### src/hw/adcrs_pkg.sv
package adcrs_pkg;

	// Printed offsets are not multiples of four: kept as indices, byte address = 4 * index
	localparam logic [7:0] IDX_STATUS_CONTROL = 8'h57;
	localparam logic [7:0] IDX_CLOCK_CONTROL  = 8'h58;
	localparam logic [7:0] IDX_RESULT_HIGH    = 8'h59;
	localparam logic [7:0] IDX_RESULT_LOW     = 8'h5A;
	localparam logic [7:0] IDX_SCAN_CH1       = 8'h5B;
	localparam logic [7:0] IDX_SCAN_CH2       = 8'h5C;
	localparam logic [7:0] IDX_SCAN_CH3       = 8'h5D;
	localparam logic [7:0] IDX_SCAN_CONTROL   = 8'h5E;

	// Status/control bit positions
	localparam int SC_DONE_BIT  = 7;
	localparam int SC_IRQEN_BIT = 6;
	localparam int SC_CONT_BIT  = 5;
	// Scan control bit positions
	localparam int SCN_EN_BIT   = 2;
	localparam int SCN_LEN_LSB  = 0;
	// Clock control: justification field position
	localparam int CK_MODE_LSB  = 2;

	typedef enum logic [1:0] {
		ADCRS_TRUNC  = 2'b00,
		ADCRS_RIGHT  = 2'b01,
		ADCRS_LEFT   = 2'b10,
		ADCRS_SIGNED = 2'b11
	} adcrs_just_t;

	localparam logic [1:0] MODE_RESET     = 2'b01;
	localparam logic [1:0] SCAN_LEN_RESET = 2'b00;
	localparam logic [7:0] BYTE_RESET     = 8'h00;
	localparam int         START_DELAY    = 1;

endpackage

### src/hw/adcrs_top.sv
// Decided for this implementation: the APB register port.
`timescale 1ns/1ps
module adcrs_top (
	// Clock and reset
	input  wire logic        clk,
	input  wire logic        rst_n,
	// APB slave
	input  wire logic        psel,
	input  wire logic        penable,
	input  wire logic        pwrite,
	input  wire logic [11:0] paddr,
	input  wire logic [31:0] pwdata,
	output logic             pready,
	output logic [31:0]      prdata,
	output logic             pslverr,
	// Converter core
	input  wire logic        conv_done,
	input  wire logic [9:0]  conv_result,
	output logic             conv_start_q,
	output logic [1:0]       conv_channel_q,
	output logic [4:0]       chan_select_q,
	output logic             conv_irq_q
);

	////////////////////////////////////////////////////////////////////////
	// Bus decode
	function automatic logic hit(input logic [11:0] a, input logic [7:0] idx);
		hit = (a == {2'b00, idx, 2'b00});
	endfunction

	logic wr_en;
	logic rd_en;
	logic setup;
	assign setup = psel && !penable;
	assign wr_en = setup && pwrite;
	assign rd_en = setup && !pwrite;

	logic wr_sc;
	logic wr_ck;
	logic wr_scan;
	logic rd_high;
	logic rd_low;
	logic rd_any_low;
	assign wr_sc      = wr_en && hit(paddr, adcrs_pkg::IDX_STATUS_CONTROL);
	assign wr_ck      = wr_en && hit(paddr, adcrs_pkg::IDX_CLOCK_CONTROL);
	assign wr_scan    = wr_en && hit(paddr, adcrs_pkg::IDX_SCAN_CONTROL);
	assign rd_high    = rd_en && hit(paddr, adcrs_pkg::IDX_RESULT_HIGH);
	assign rd_low     = rd_en && hit(paddr, adcrs_pkg::IDX_RESULT_LOW);
	assign rd_any_low = rd_low || (rd_en && (hit(paddr, adcrs_pkg::IDX_SCAN_CH1)
		|| hit(paddr, adcrs_pkg::IDX_SCAN_CH2) || hit(paddr, adcrs_pkg::IDX_SCAN_CH3)));

	logic mapped;
	always_comb
	begin
		mapped = 1'b0;
		for (int i = 32'h57; i <= 32'h5E; i++)
			if (hit(paddr, 8'(i)))
				mapped = 1'b1;
	end

	////////////////////////////////////////////////////////////////////////
	// Control registers
	logic [4:0] chan_sel_q;
	logic       irq_en_q;
	logic       cont_q;
	logic [1:0] mode_q;
	logic [4:0] clk_div_q;
	logic       scan_en_q;
	logic [1:0] scan_len_q;
	logic       start_req;

	always_ff @(posedge clk or negedge rst_n)
	begin
		if (!rst_n)
		begin
			chan_sel_q <= 5'h1F;
			irq_en_q   <= 1'b0;
			cont_q     <= 1'b0;
		end
		else if (wr_sc)
		begin
			chan_sel_q <= pwdata[4:0];
			irq_en_q   <= pwdata[adcrs_pkg::SC_IRQEN_BIT];
			cont_q     <= pwdata[adcrs_pkg::SC_CONT_BIT];
		end
	end

	always_ff @(posedge clk or negedge rst_n)
	begin
		if (!rst_n)
		begin
			mode_q    <= adcrs_pkg::MODE_RESET;
			clk_div_q <= 5'h00;
		end
		else if (wr_ck)
		begin
			mode_q    <= pwdata[adcrs_pkg::CK_MODE_LSB +: 2];
			clk_div_q <= {pwdata[7:5], pwdata[4], 1'b0};
		end
	end

	always_ff @(posedge clk or negedge rst_n)
	begin
		if (!rst_n)
		begin
			scan_en_q  <= 1'b0;
			scan_len_q <= adcrs_pkg::SCAN_LEN_RESET;
		end
		else if (wr_scan)
		begin
			scan_en_q  <= pwdata[adcrs_pkg::SCN_EN_BIT];
			scan_len_q <= pwdata[adcrs_pkg::SCN_LEN_LSB +: 2];
		end
	end

	// Powered-off code on the channel field stops conversions
	assign start_req = wr_sc && pwdata[4:0] != 5'h1F;

	////////////////////////////////////////////////////////////////////////
	// Sequencer
	logic       seq_start;
	logic [1:0] seq_chan;
	logic       seq_busy;
	adcrs_sequencer u_seq (
		.clk                (clk),
		.rst_n              (rst_n),
		.start              (start_req),
		.abort              (wr_sc && !start_req),
		.scan_enable        (scan_en_q),
		.continuous_convert (cont_q),
		.scan_len           (scan_len_q),
		.conv_done          (conv_done),
		.conv_start         (seq_start),
		.conv_channel       (seq_chan),
		.busy               (seq_busy)
	);

	// Channel of the conversion in flight, tagged to its done pulse
	logic [1:0] done_chan;
	assign done_chan = seq_chan;
	always_ff @(posedge clk or negedge rst_n)
	begin
		if (!rst_n)
		begin
			conv_start_q   <= 1'b0;
			conv_channel_q <= 2'b00;
			chan_select_q  <= 5'h1F;
		end
		else
		begin
			conv_start_q   <= seq_start;
			conv_channel_q <= seq_chan;
			chan_select_q  <= scan_en_q ? {3'b000, seq_chan} : chan_sel_q;
		end
	end

	////////////////////////////////////////////////////////////////////////
	// Result formatting and interlock
	logic [7:0] fmt_high;
	logic [7:0] fmt_low;
	always_comb
	begin
		case (mode_q)
			adcrs_pkg::ADCRS_TRUNC:
			begin
				fmt_high = 8'h00;
				fmt_low  = conv_result[9:2];
			end
			adcrs_pkg::ADCRS_RIGHT:
			begin
				fmt_high = {6'h00, conv_result[9:8]};
				fmt_low  = conv_result[7:0];
			end
			adcrs_pkg::ADCRS_LEFT:
			begin
				fmt_high = conv_result[9:2];
				fmt_low  = {conv_result[1:0], 6'h00};
			end
			adcrs_pkg::ADCRS_SIGNED:
			begin
				fmt_high = {~conv_result[9], conv_result[8:2]};
				fmt_low  = {conv_result[1:0], 6'h00};
			end
			default:
			begin
				fmt_high = 8'h00;
				fmt_low  = 8'h00;
			end
		endcase
	end

	logic       trunc;
	logic       locked_q;
	logic       prim_upd;
	logic [7:0] high_q;
	logic [7:0] low_q;
	logic [7:0] scan_q [1:3];

	assign trunc    = (mode_q == adcrs_pkg::ADCRS_TRUNC);
	// Primary takes channel 0 when scanning, any done otherwise
	assign prim_upd = conv_done && (!scan_en_q || done_chan == 2'b00)
		&& (trunc || !locked_q);

	always_ff @(posedge clk or negedge rst_n)
	begin
		if (!rst_n)
			locked_q <= 1'b0;
		else if (trunc)
			locked_q <= 1'b0;
		else if (rd_high)
			locked_q <= 1'b1;
		else if (rd_low)
			locked_q <= 1'b0;
	end

	always_ff @(posedge clk or negedge rst_n)
	begin
		if (!rst_n)
		begin
			high_q <= adcrs_pkg::BYTE_RESET;
			low_q  <= adcrs_pkg::BYTE_RESET;
		end
		else if (prim_upd)
		begin
			high_q <= fmt_high;
			low_q  <= fmt_low;
		end
	end

	generate
		for (genvar g = 1; g <= 3; g++)
		begin : g_scan
			always_ff @(posedge clk or negedge rst_n)
			begin
				if (!rst_n)
					scan_q[g] <= adcrs_pkg::BYTE_RESET;
				else if (conv_done && scan_en_q && done_chan == 2'(g))
					scan_q[g] <= conv_result[9:2];
			end
		end
	endgenerate

	////////////////////////////////////////////////////////////////////////
	// Done flag and interrupt
	logic done_q;
	always_ff @(posedge clk or negedge rst_n)
	begin
		if (!rst_n)
			done_q <= 1'b0;
		else if (conv_done && !irq_en_q)
			done_q <= 1'b1;
		else if (rd_any_low || wr_sc || wr_ck || irq_en_q)
			done_q <= 1'b0;
	end

	always_ff @(posedge clk or negedge rst_n)
	begin
		if (!rst_n)
			conv_irq_q <= 1'b0;
		else if (conv_done && irq_en_q)
			conv_irq_q <= 1'b1;
		else if (rd_high || rd_low || wr_sc || !irq_en_q)
			conv_irq_q <= 1'b0;
	end

	////////////////////////////////////////////////////////////////////////
	// Read mux, one cycle answer in the access phase
	logic [7:0] rd_byte;
	always_comb
	begin
		rd_byte = 8'h00;
		if (hit(paddr, adcrs_pkg::IDX_STATUS_CONTROL))
			rd_byte = {done_q && !irq_en_q, irq_en_q, cont_q, chan_sel_q};
		else if (hit(paddr, adcrs_pkg::IDX_CLOCK_CONTROL))
			rd_byte = {clk_div_q[4:1], mode_q, 2'b00};
		else if (hit(paddr, adcrs_pkg::IDX_RESULT_HIGH))
			rd_byte = high_q;
		else if (hit(paddr, adcrs_pkg::IDX_RESULT_LOW))
			rd_byte = low_q;
		else if (hit(paddr, adcrs_pkg::IDX_SCAN_CH1))
			rd_byte = scan_q[1];
		else if (hit(paddr, adcrs_pkg::IDX_SCAN_CH2))
			rd_byte = scan_q[2];
		else if (hit(paddr, adcrs_pkg::IDX_SCAN_CH3))
			rd_byte = scan_q[3];
		else if (hit(paddr, adcrs_pkg::IDX_SCAN_CONTROL))
			rd_byte = {5'h00, scan_en_q, scan_len_q};
	end

	always_ff @(posedge clk or negedge rst_n)
	begin
		if (!rst_n)
		begin
			pready  <= 1'b0;
			prdata  <= 32'h0000_0000;
			pslverr <= 1'b0;
		end
		else
		begin
			pready  <= setup;
			pslverr <= setup && !mapped;
			if (rd_en)
				prdata <= {24'h000000, rd_byte};
		end
	end

	////////////////////////////////////////////////////////////////////////
	// Checks
	AST_TRUNC_LOW: assert property (@(posedge clk) disable iff (!rst_n)
		conv_done && trunc && !scan_en_q |=> low_q == $past(conv_result[9:2]))
		else $error("truncated low byte wrong");
	AST_RIGHT_HIGH: assert property (@(posedge clk) disable iff (!rst_n)
		prim_upd && mode_q == adcrs_pkg::ADCRS_RIGHT |=> high_q[7:2] == 6'h00)
		else $error("right justified high bits not zero");
	AST_LEFT_LOW: assert property (@(posedge clk) disable iff (!rst_n)
		prim_upd && mode_q[1] |=> low_q[5:0] == 6'h00 && low_q[7:6] == $past(conv_result[1:0]))
		else $error("left justified low byte wrong");
	AST_SIGN_MSB: assert property (@(posedge clk) disable iff (!rst_n)
		prim_upd && mode_q == adcrs_pkg::ADCRS_SIGNED |=> high_q[7] != $past(conv_result[9]))
		else $error("sign bit not inverted");
	AST_LOCK_HOLD: assert property (@(posedge clk) disable iff (!rst_n)
		locked_q && !trunc && !rd_low |=> $stable(low_q))
		else $error("locked low byte changed");
	AST_LOCK_SET: assert property (@(posedge clk) disable iff (!rst_n)
		rd_high && !trunc |=> locked_q)
		else $error("high read did not lock");
	AST_TRUNC_NOLOCK: assert property (@(posedge clk) disable iff (!rst_n)
		trunc && conv_done && !scan_en_q |-> prim_upd)
		else $error("truncated update blocked");
	AST_SCAN_CH: assert property (@(posedge clk) disable iff (!rst_n)
		conv_done && scan_en_q && done_chan == 2'b10 |=> scan_q[2] == $past(conv_result[9:2]))
		else $error("scan register not written");
	AST_DONE_SET: assert property (@(posedge clk) disable iff (!rst_n)
		conv_done && !irq_en_q |=> done_q)
		else $error("done flag not set");
	AST_IRQ_SET: assert property (@(posedge clk) disable iff (!rst_n)
		conv_done && irq_en_q |=> conv_irq_q)
		else $error("interrupt not raised");
	AST_LEN_BOUND: assert property (@(posedge clk) disable iff (!rst_n)
		scan_en_q && seq_busy |-> seq_chan <= scan_len_q)
		else $error("scan past selected length");
	AST_READY: assert property (@(posedge clk) disable iff (!rst_n)
		setup |=> pready ##1 !pready)
		else $error("bus answer timing");
	COV_LOCKED_READ: cover property (@(posedge clk) disable iff (!rst_n)
		rd_high && !trunc ##[1:20] rd_low);
	COV_SCAN_ALL: cover property (@(posedge clk) disable iff (!rst_n)
		conv_done && scan_en_q && done_chan == 2'b11);
	COV_DROPPED: cover property (@(posedge clk) disable iff (!rst_n)
		conv_done && locked_q && !trunc);

endmodule

### src/hw/adcrs_sequencer.sv
`timescale 1ns/1ps
module adcrs_sequencer (
	// Clock and reset
	input  wire logic       clk,
	input  wire logic       rst_n,
	// Control
	input  wire logic       start,
	input  wire logic       abort,
	input  wire logic       scan_enable,
	input  wire logic       continuous_convert,
	input  wire logic [1:0] scan_len,
	// Converter core
	input  wire logic       conv_done,
	output logic            conv_start,
	output logic [1:0]      conv_channel,
	output logic            busy
);

	logic       active_q;
	logic [1:0] chan_q;

	always_ff @(posedge clk or negedge rst_n)
	begin
		if (!rst_n)
		begin
			active_q   <= 1'b0;
			chan_q     <= 2'b00;
			conv_start <= 1'b0;
		end
		else if (abort)
		begin
			active_q   <= 1'b0;
			chan_q     <= 2'b00;
			conv_start <= 1'b0;
		end
		else
		begin
			conv_start <= 1'b0;
			if (start && !active_q)
			begin
				active_q   <= 1'b1;
				chan_q     <= 2'b00;
				conv_start <= 1'b1;
			end
			else if (active_q && conv_done)
			begin
				// Ascending channel walk while scanning
				if (scan_enable && chan_q != scan_len)
				begin
					chan_q     <= chan_q + 2'b01;
					conv_start <= 1'b1;
				end
				else if (continuous_convert || scan_enable)
				begin
					// A full scan pass repeats only in continuous mode
					chan_q     <= 2'b00;
					conv_start <= continuous_convert;
					active_q   <= continuous_convert;
				end
				else
					active_q <= 1'b0;
			end
		end
	end

	assign conv_channel = chan_q;
	assign busy         = active_q;

endmodule

### config.mk
export PLATFORM = sky130hd
export DESIGN_NAME = adcrs_top
export DESIGN_NICKNAME = d
export VERILOG_FILES = /design/src/hw/adcrs_pkg.sv /design/src/hw/adcrs_top.sv /design/src/hw/adcrs_sequencer.sv
export SDC_FILE = /design/constraint.sdc
export NUM_CORES = 1
export LEC_CHECK = 0
export BUFFER_PORTS_ARGS = -buffer_cell sky130_fd_sc_hd__buf_2
export CORE_MARGIN = 2
export CORE_UTILIZATION = 58
export CTS_BUF_LIST = sky130_fd_sc_hd__clkbuf_16
export CTS_CLUSTER_DIAMETER = 50
export DETAILED_ROUTE_END_ITERATION = 6
export GPL_TIMING_DRIVEN = 0
export PLACE_DENSITY = 0.93
export SYNTH_ARGS = -nofsm -noshare
export SYNTH_HDL_FRONTEND = slang
export SYNTH_SLANG_ARGS = --single-unit
### constraint.sdc
create_clock -name clk -period 3.4 [get_ports clk]
set_clock_uncertainty 0.1 [all_clocks]
set_input_delay 0.17 -clock clk [delete_from_list [all_inputs] [get_ports clk]]
set_output_delay 0.17 -clock clk [all_outputs]
set_load 0.01 [all_outputs]
; Yosys cells after proc, flatten, opt, wreduce, memory -nomap -nowiden
; Index checks and enable logic that the tools add are counted.
[word_totals]
reg_bits = 81
inputBits = 60
out_inout_bits = 43
[op_classes]
addsub = 1
eq_ne = 17
mux = 40
bitwise = 1
n_reduce_logical = 54
[ops]
columns = op, n
row1 = $eq 12x9->1 const B, 8
row2 = $mux 8, 7
row3 = $pmux 8 s4, 1
row4 = $logic_and 1x1->1, 24
row5 = $mux 1, 24
row6 = $pmux 8 s3, 1
row7 = $logic_or 1x1->1, 12
row8 = $mux 2, 5
row9 = $eq 2x2->1 const B, 4
row10 = $logic_not 1->1, 8
row11 = $reduce_bool 3->1, 2
row12 = $mux 5, 1
row13 = $ne 5x5->1 const B, 1
row14 = $eq 2x1->1 const B, 2
row15 = $logic_not 2->1, 2
row16 = $reduce_and 2->1, 2
row17 = $reduce_bool 2->1, 2
row18 = $reduce_bool 4->1, 1
row19 = $mux 3, 1
row20 = $ne 3x1->1 const B, 1
row21 = $add 2x1->2 const B, 1
row22 = $ne 2x2->1, 1
row23 = $reduce_or 2->1, 1
row24 = $not 1->1, 1

; Logic depth before layout (Yosys ltp)
[logic_depth]
ltp_word = 11
mapped_depth = 8
ltp_nobuf = 6

; Cells and area by module
; From an unflattened synthesis, not the netlist that was laid out.
[unflattened]
cells_unflattened = 412
hier_area_um2 = 4280.4
[modules_own_cells]
columns = module, n_inst, cells_each, area_per_inst_um2, seq_area_each_um2
row1 = adcrs_top, 1, 386, 4042.6, 1940.6
row2 = adcrs_sequencer, 1, 26, 237.7, 100.1

; Worst setup path before layout
; OpenSTA, ideal clock, no wires.
[synth_timing]
kind = input to register
start = in paddr[9]
end = reg clk_div_q[1]
arrival_ns = 1.858
required_time_ns = 3.175
path_slack_ns = 1.317
stages = 5
n_path_buf = 1
cell_sequence = or4b_4 > or2_1 > or4_4 > buf_6 > mux2_4
[synth_between]
elab_chain_cells = 2
[synth_lines]
columns = element, line
row1 = "start, declared", adcrs_top.sv:11  ; input wire logic [11:0] paddr,
row2 = $eq 12x9->1, adcrs_top.sv:28  ; hit = (a == {2'b00, idx, 2'b00});
row3 = $logic_and 1x1->1, adcrs_top.sv:45  ; assign wr_ck = wr_en && hit(paddr, adcrs_pkg::IDX_CLOCK_CONTROL);
row4 = "end signal, assigned", adcrs_top.sv:98  ; clk_div_q <= {pwdata[7:5], pwdata[4], 1'b0};
row5 = "end, declared", adcrs_top.sv:67  ; logic [4:0] clk_div_q;
; No other way between the ends.
; A chain may end at the register's enable or synchronous reset.

; Worst setup path after layout
[layout_timing]
start = in penable
end = reg done_q
[layout_between]
elab_chain_cells = 9
word_cells_on_any_way = 13
classes_between = reduce/logical: 13
[layout_lines]
columns = element, line
row1 = "start, declared", adcrs_top.sv:9  ; input wire logic penable,
row2 = $logic_not 1->1 *, adcrs_top.sv:34  ; assign setup = psel && !penable;
row3 = $logic_and 1x1->1 *, adcrs_top.sv:34
row4 = $logic_and 1x1->1, adcrs_top.sv:36  ; assign rd_en = setup && !pwrite;
row5 = $logic_and 1x1->1 (on tied branches), "adcrs_top.sv:48, adcrs_top.sv:49"
row6 = $logic_or 1x1->1, adcrs_top.sv:49  ; assign rd_any_low = rd_low || (rd_en && (hit(paddr, adcrs_pkg::IDX_SCAN_CH1)
row7 = $logic_or 1x1->1, adcrs_top.sv:252  ; else if (rd_any_low || wr_sc || wr_ck || irq_en_q)
row8 = $logic_or 1x1->1 * (2 in a row), adcrs_top.sv:252
row9 = $reduce_bool 2->1 (no source line) *, n/a
row10 = "end signal, assigned", adcrs_top.sv:249  ; done_q <= 1'b0;
row11 = "end signal, assigned", adcrs_top.sv:251  ; done_q <= 1'b1;
row12 = "end signal, assigned", adcrs_top.sv:253  ; done_q <= 1'b0;
row13 = "end, declared", adcrs_top.sv:245  ; logic done_q;
; Every way passes the cells marked *; elsewhere a longest branch is shown, timed or not.

==> run summary <==
Status: complete, no violations
# H-tree levels: 3
1st-iter DRT viols: 243
Total vias in the final route: 3499
CP max FO: 7
Port-buffer cells: 51
Layout fillers: 478
Top_reg_cell synth: dfrtp_1
Synth area leader: dfrtp_1
Final hold vios: 0
Number of setup violations in the final report: 0
Largest net degree at the start of global routing: 44
Pre-antenna DRT Iters: 5
YS warnings: 0
LEAKAGE: 2.474 nW
ANT nets after route: 0
Layout cells sized above 1: 0.3066
Seq cells post-synth: 81
Most common cell after layout, fill and taps aside: dfrtp_1
Starting Density: 0.6062
Worst reg-to-reg path cell count: 5
Final Instance Area: 0.005089 mm^2
Setup TNS Final: 0 ns
Hold Startpoint: conv_result[7]
Vias per inst: 5.881
Sequential fraction of the synthesis area: 0.4874
Syn Inst Count: 398
Vias in the first global route: 3330
Die area: 0.007914 mm^2
CP startpoint kind: input pin
Initial antenna violation count: 0
RSZ-0062 raised after global routing: false
# diodes: 0
PostCTS Resize Cnt: 0
Synth Area per Inst: 10.52 um^2
CTS tree: yes
Hold Path Cell Cnt: 3
Share of the synthesized area in the top cell type: 0.4184
Beginning of the critical path: penable
DPL Wire Length: 7391 um
Ys async rst share: 1.000
Gr usage total: 0.2848
Post-synth EDFFs: 0
Area of the multi-input gates: 0.001936 mm^2
Final Cycle Share: 0.7213
Commonest non-fill, non-tap cells in the layout: dfrtp_1, nand2_1, buf_2, mux2_2, buf_4
I/O pin cnt: 103
Max-slew violation count: 0
Worst reg2reg startpoint: mode_q[0]
CTS Sinks: 81
Drt total wl: 10800 um
Maximum VDD drop: 0.3566 mV
Library cells used by synthesis: 53
Clock tree buffer depth: 2
Routed length per instance: 18.15 um
Register area: 0.002041 mm^2
Row cnt: 30
DRC Markers: 0
Max_slew headroom: 0.4085
Critical setup path kind: in2reg
Worst-path clk slew: 0.06 ns
Slew @ Worst Pin: 0.8805 ns
Arrival @ worst endpoint: 2.58 ns
Clock root cell: clkbuf_16
DIE WIDTH: 88.96 um
Clock latency on the worst-skew pair: 0.34 ns
Endpoint class of the critical path: flop
First-pass GRT wire length: 16550 um
Synth area leaders: dfrtp_1, mux2_2, dfstp_2, nand2_1, mux2i_1
Area Overhead vs Synth: 21.55%
Worst Hold Class: in2reg
Pwr/cell area: 435.0 mW/mm^2
Final net count: 558
CP Data Required Time: 3.53 ns
Placer Congestion: 0.9436
Core Area: 0.006907 mm^2
Post-DP Area: 0.004671 mm^2
TritonCTS buffer count: 9
Global route overflow: 0
Final min period: 2.453 ns
Max cap viols: 0
Die span in y: 88.96 um
Fmax: 0.4077 GHz
Post-Syn Area: 0.004187 mm^2
through the flow:
step	power (mW)	hold WS, ns	std cells	utilization	worst slack, ns
CTS	2.216	0.02394	595	0.7368	1.002
detailed placement	1.179	0.06694	569	0.6763	0.7713
global placement	1.171	0.2324	568	0.6730	0.8387
finish	2.214	0.03354	595	0.7368	0.9475
global route	2.267	0.04986	595	0.7368	0.8259
floorplan	1.100	-0.2256	421	-	1.317
final cells by class:
cell class                 instances  share of cell area
sequential                        81              0.4010
multi-input combinational        288              0.3804
timing repair buffer              62             0.07426
buffer                            47             0.05459
clock buffer                       9             0.04426
tap                               96             0.02360
clock inverter                     7             0.01820
inverter                           5            0.003688
logic make-up after synthesis:
group	count (synthesis)	share of synthesized area
other cells	1	0.0008957
buf+inv	52	0.07083
fa+ha+maj	4	0.01196
compound gates	72	0.1115
xor+xnor	5	0.01046
flops	81	0.4874
mux	60	0.1608
simple gates	123	0.1462
synthesized netlist by cell type, types with 2 or more instances:
master and n:
mux2i_1 20, dfrtp_1 70, and3_1 3, buf_1 3
a31oi_1 5, o31ai_1 9, or3_1 3, a2111oi_0 2
buf_4 24, a21oi_1 10, mux2_4 6, a22oi_1 3
inv_1 5, buf_2 3, nor2b_1 11, nor2_1 17
dfstp_2 11, o21ai_0 24, ha_1 4, a41oi_1 2
nand3_1 10, nand2b_1 3, mux2_2 34, xor2_1 5
clkbuf_1 16, o211ai_1 4, o221ai_1 4, o22ai_1 2
nand2_1 56, nor3_1 6
per-layer routing:
layer | share of wire | global-route usage
met1 | 0.40 | 0.3554
met2 | 0.47 | 0.4559
met3 | 0.084 | 0.07849
met4 | 0.044 | 0.1479
met5 | 0 | 0
critical path, stage by stage:
cell and delay [ns]:
dlygate4sd3_1 0.53, buf_2 0.12, or3b_2 0.48, nor3_1 0.69, nand4_1 0.25, a41oi_1 0.27
nor2_1 0.06
power breakdown:
group	switching [mW]	total, mW	internal, mW
sequential	0.00782	0.986	0.979
clock	0.397	1.04	0.642
combinational	0.112	0.189	0.0766
sequential cells by signal, indices dropped and copies added, names as in the netlist, 2 cells and up:
name	flops
scan_q	24
high_q	8
low_q	8
prdata	8
chan_sel_q	5
chan_select_q	5
clk_div_q	4
conv_channel_q	2
mode_q	2
scan_len_q	2
u_seq.conv_channel	2
worst paths after layout:
check	slack, ns	endpoint
max reg2reg	1.31	high_q[1]
min	0.03	high_q[5]
min reg2reg	0.25	conv_start_q
max in group asynchronous	2.37	scan_q[17]
min in group asynchronous	0.24	locked_q
max	0.95	done_q
repair_timing:
action | CTS | global route
endpoints found under the hold margin | 38 | 0
hold buffers | 10 | 0
buffers inserted | 0 | 0
No activity file was read; power rests on OpenSTA's default activity.
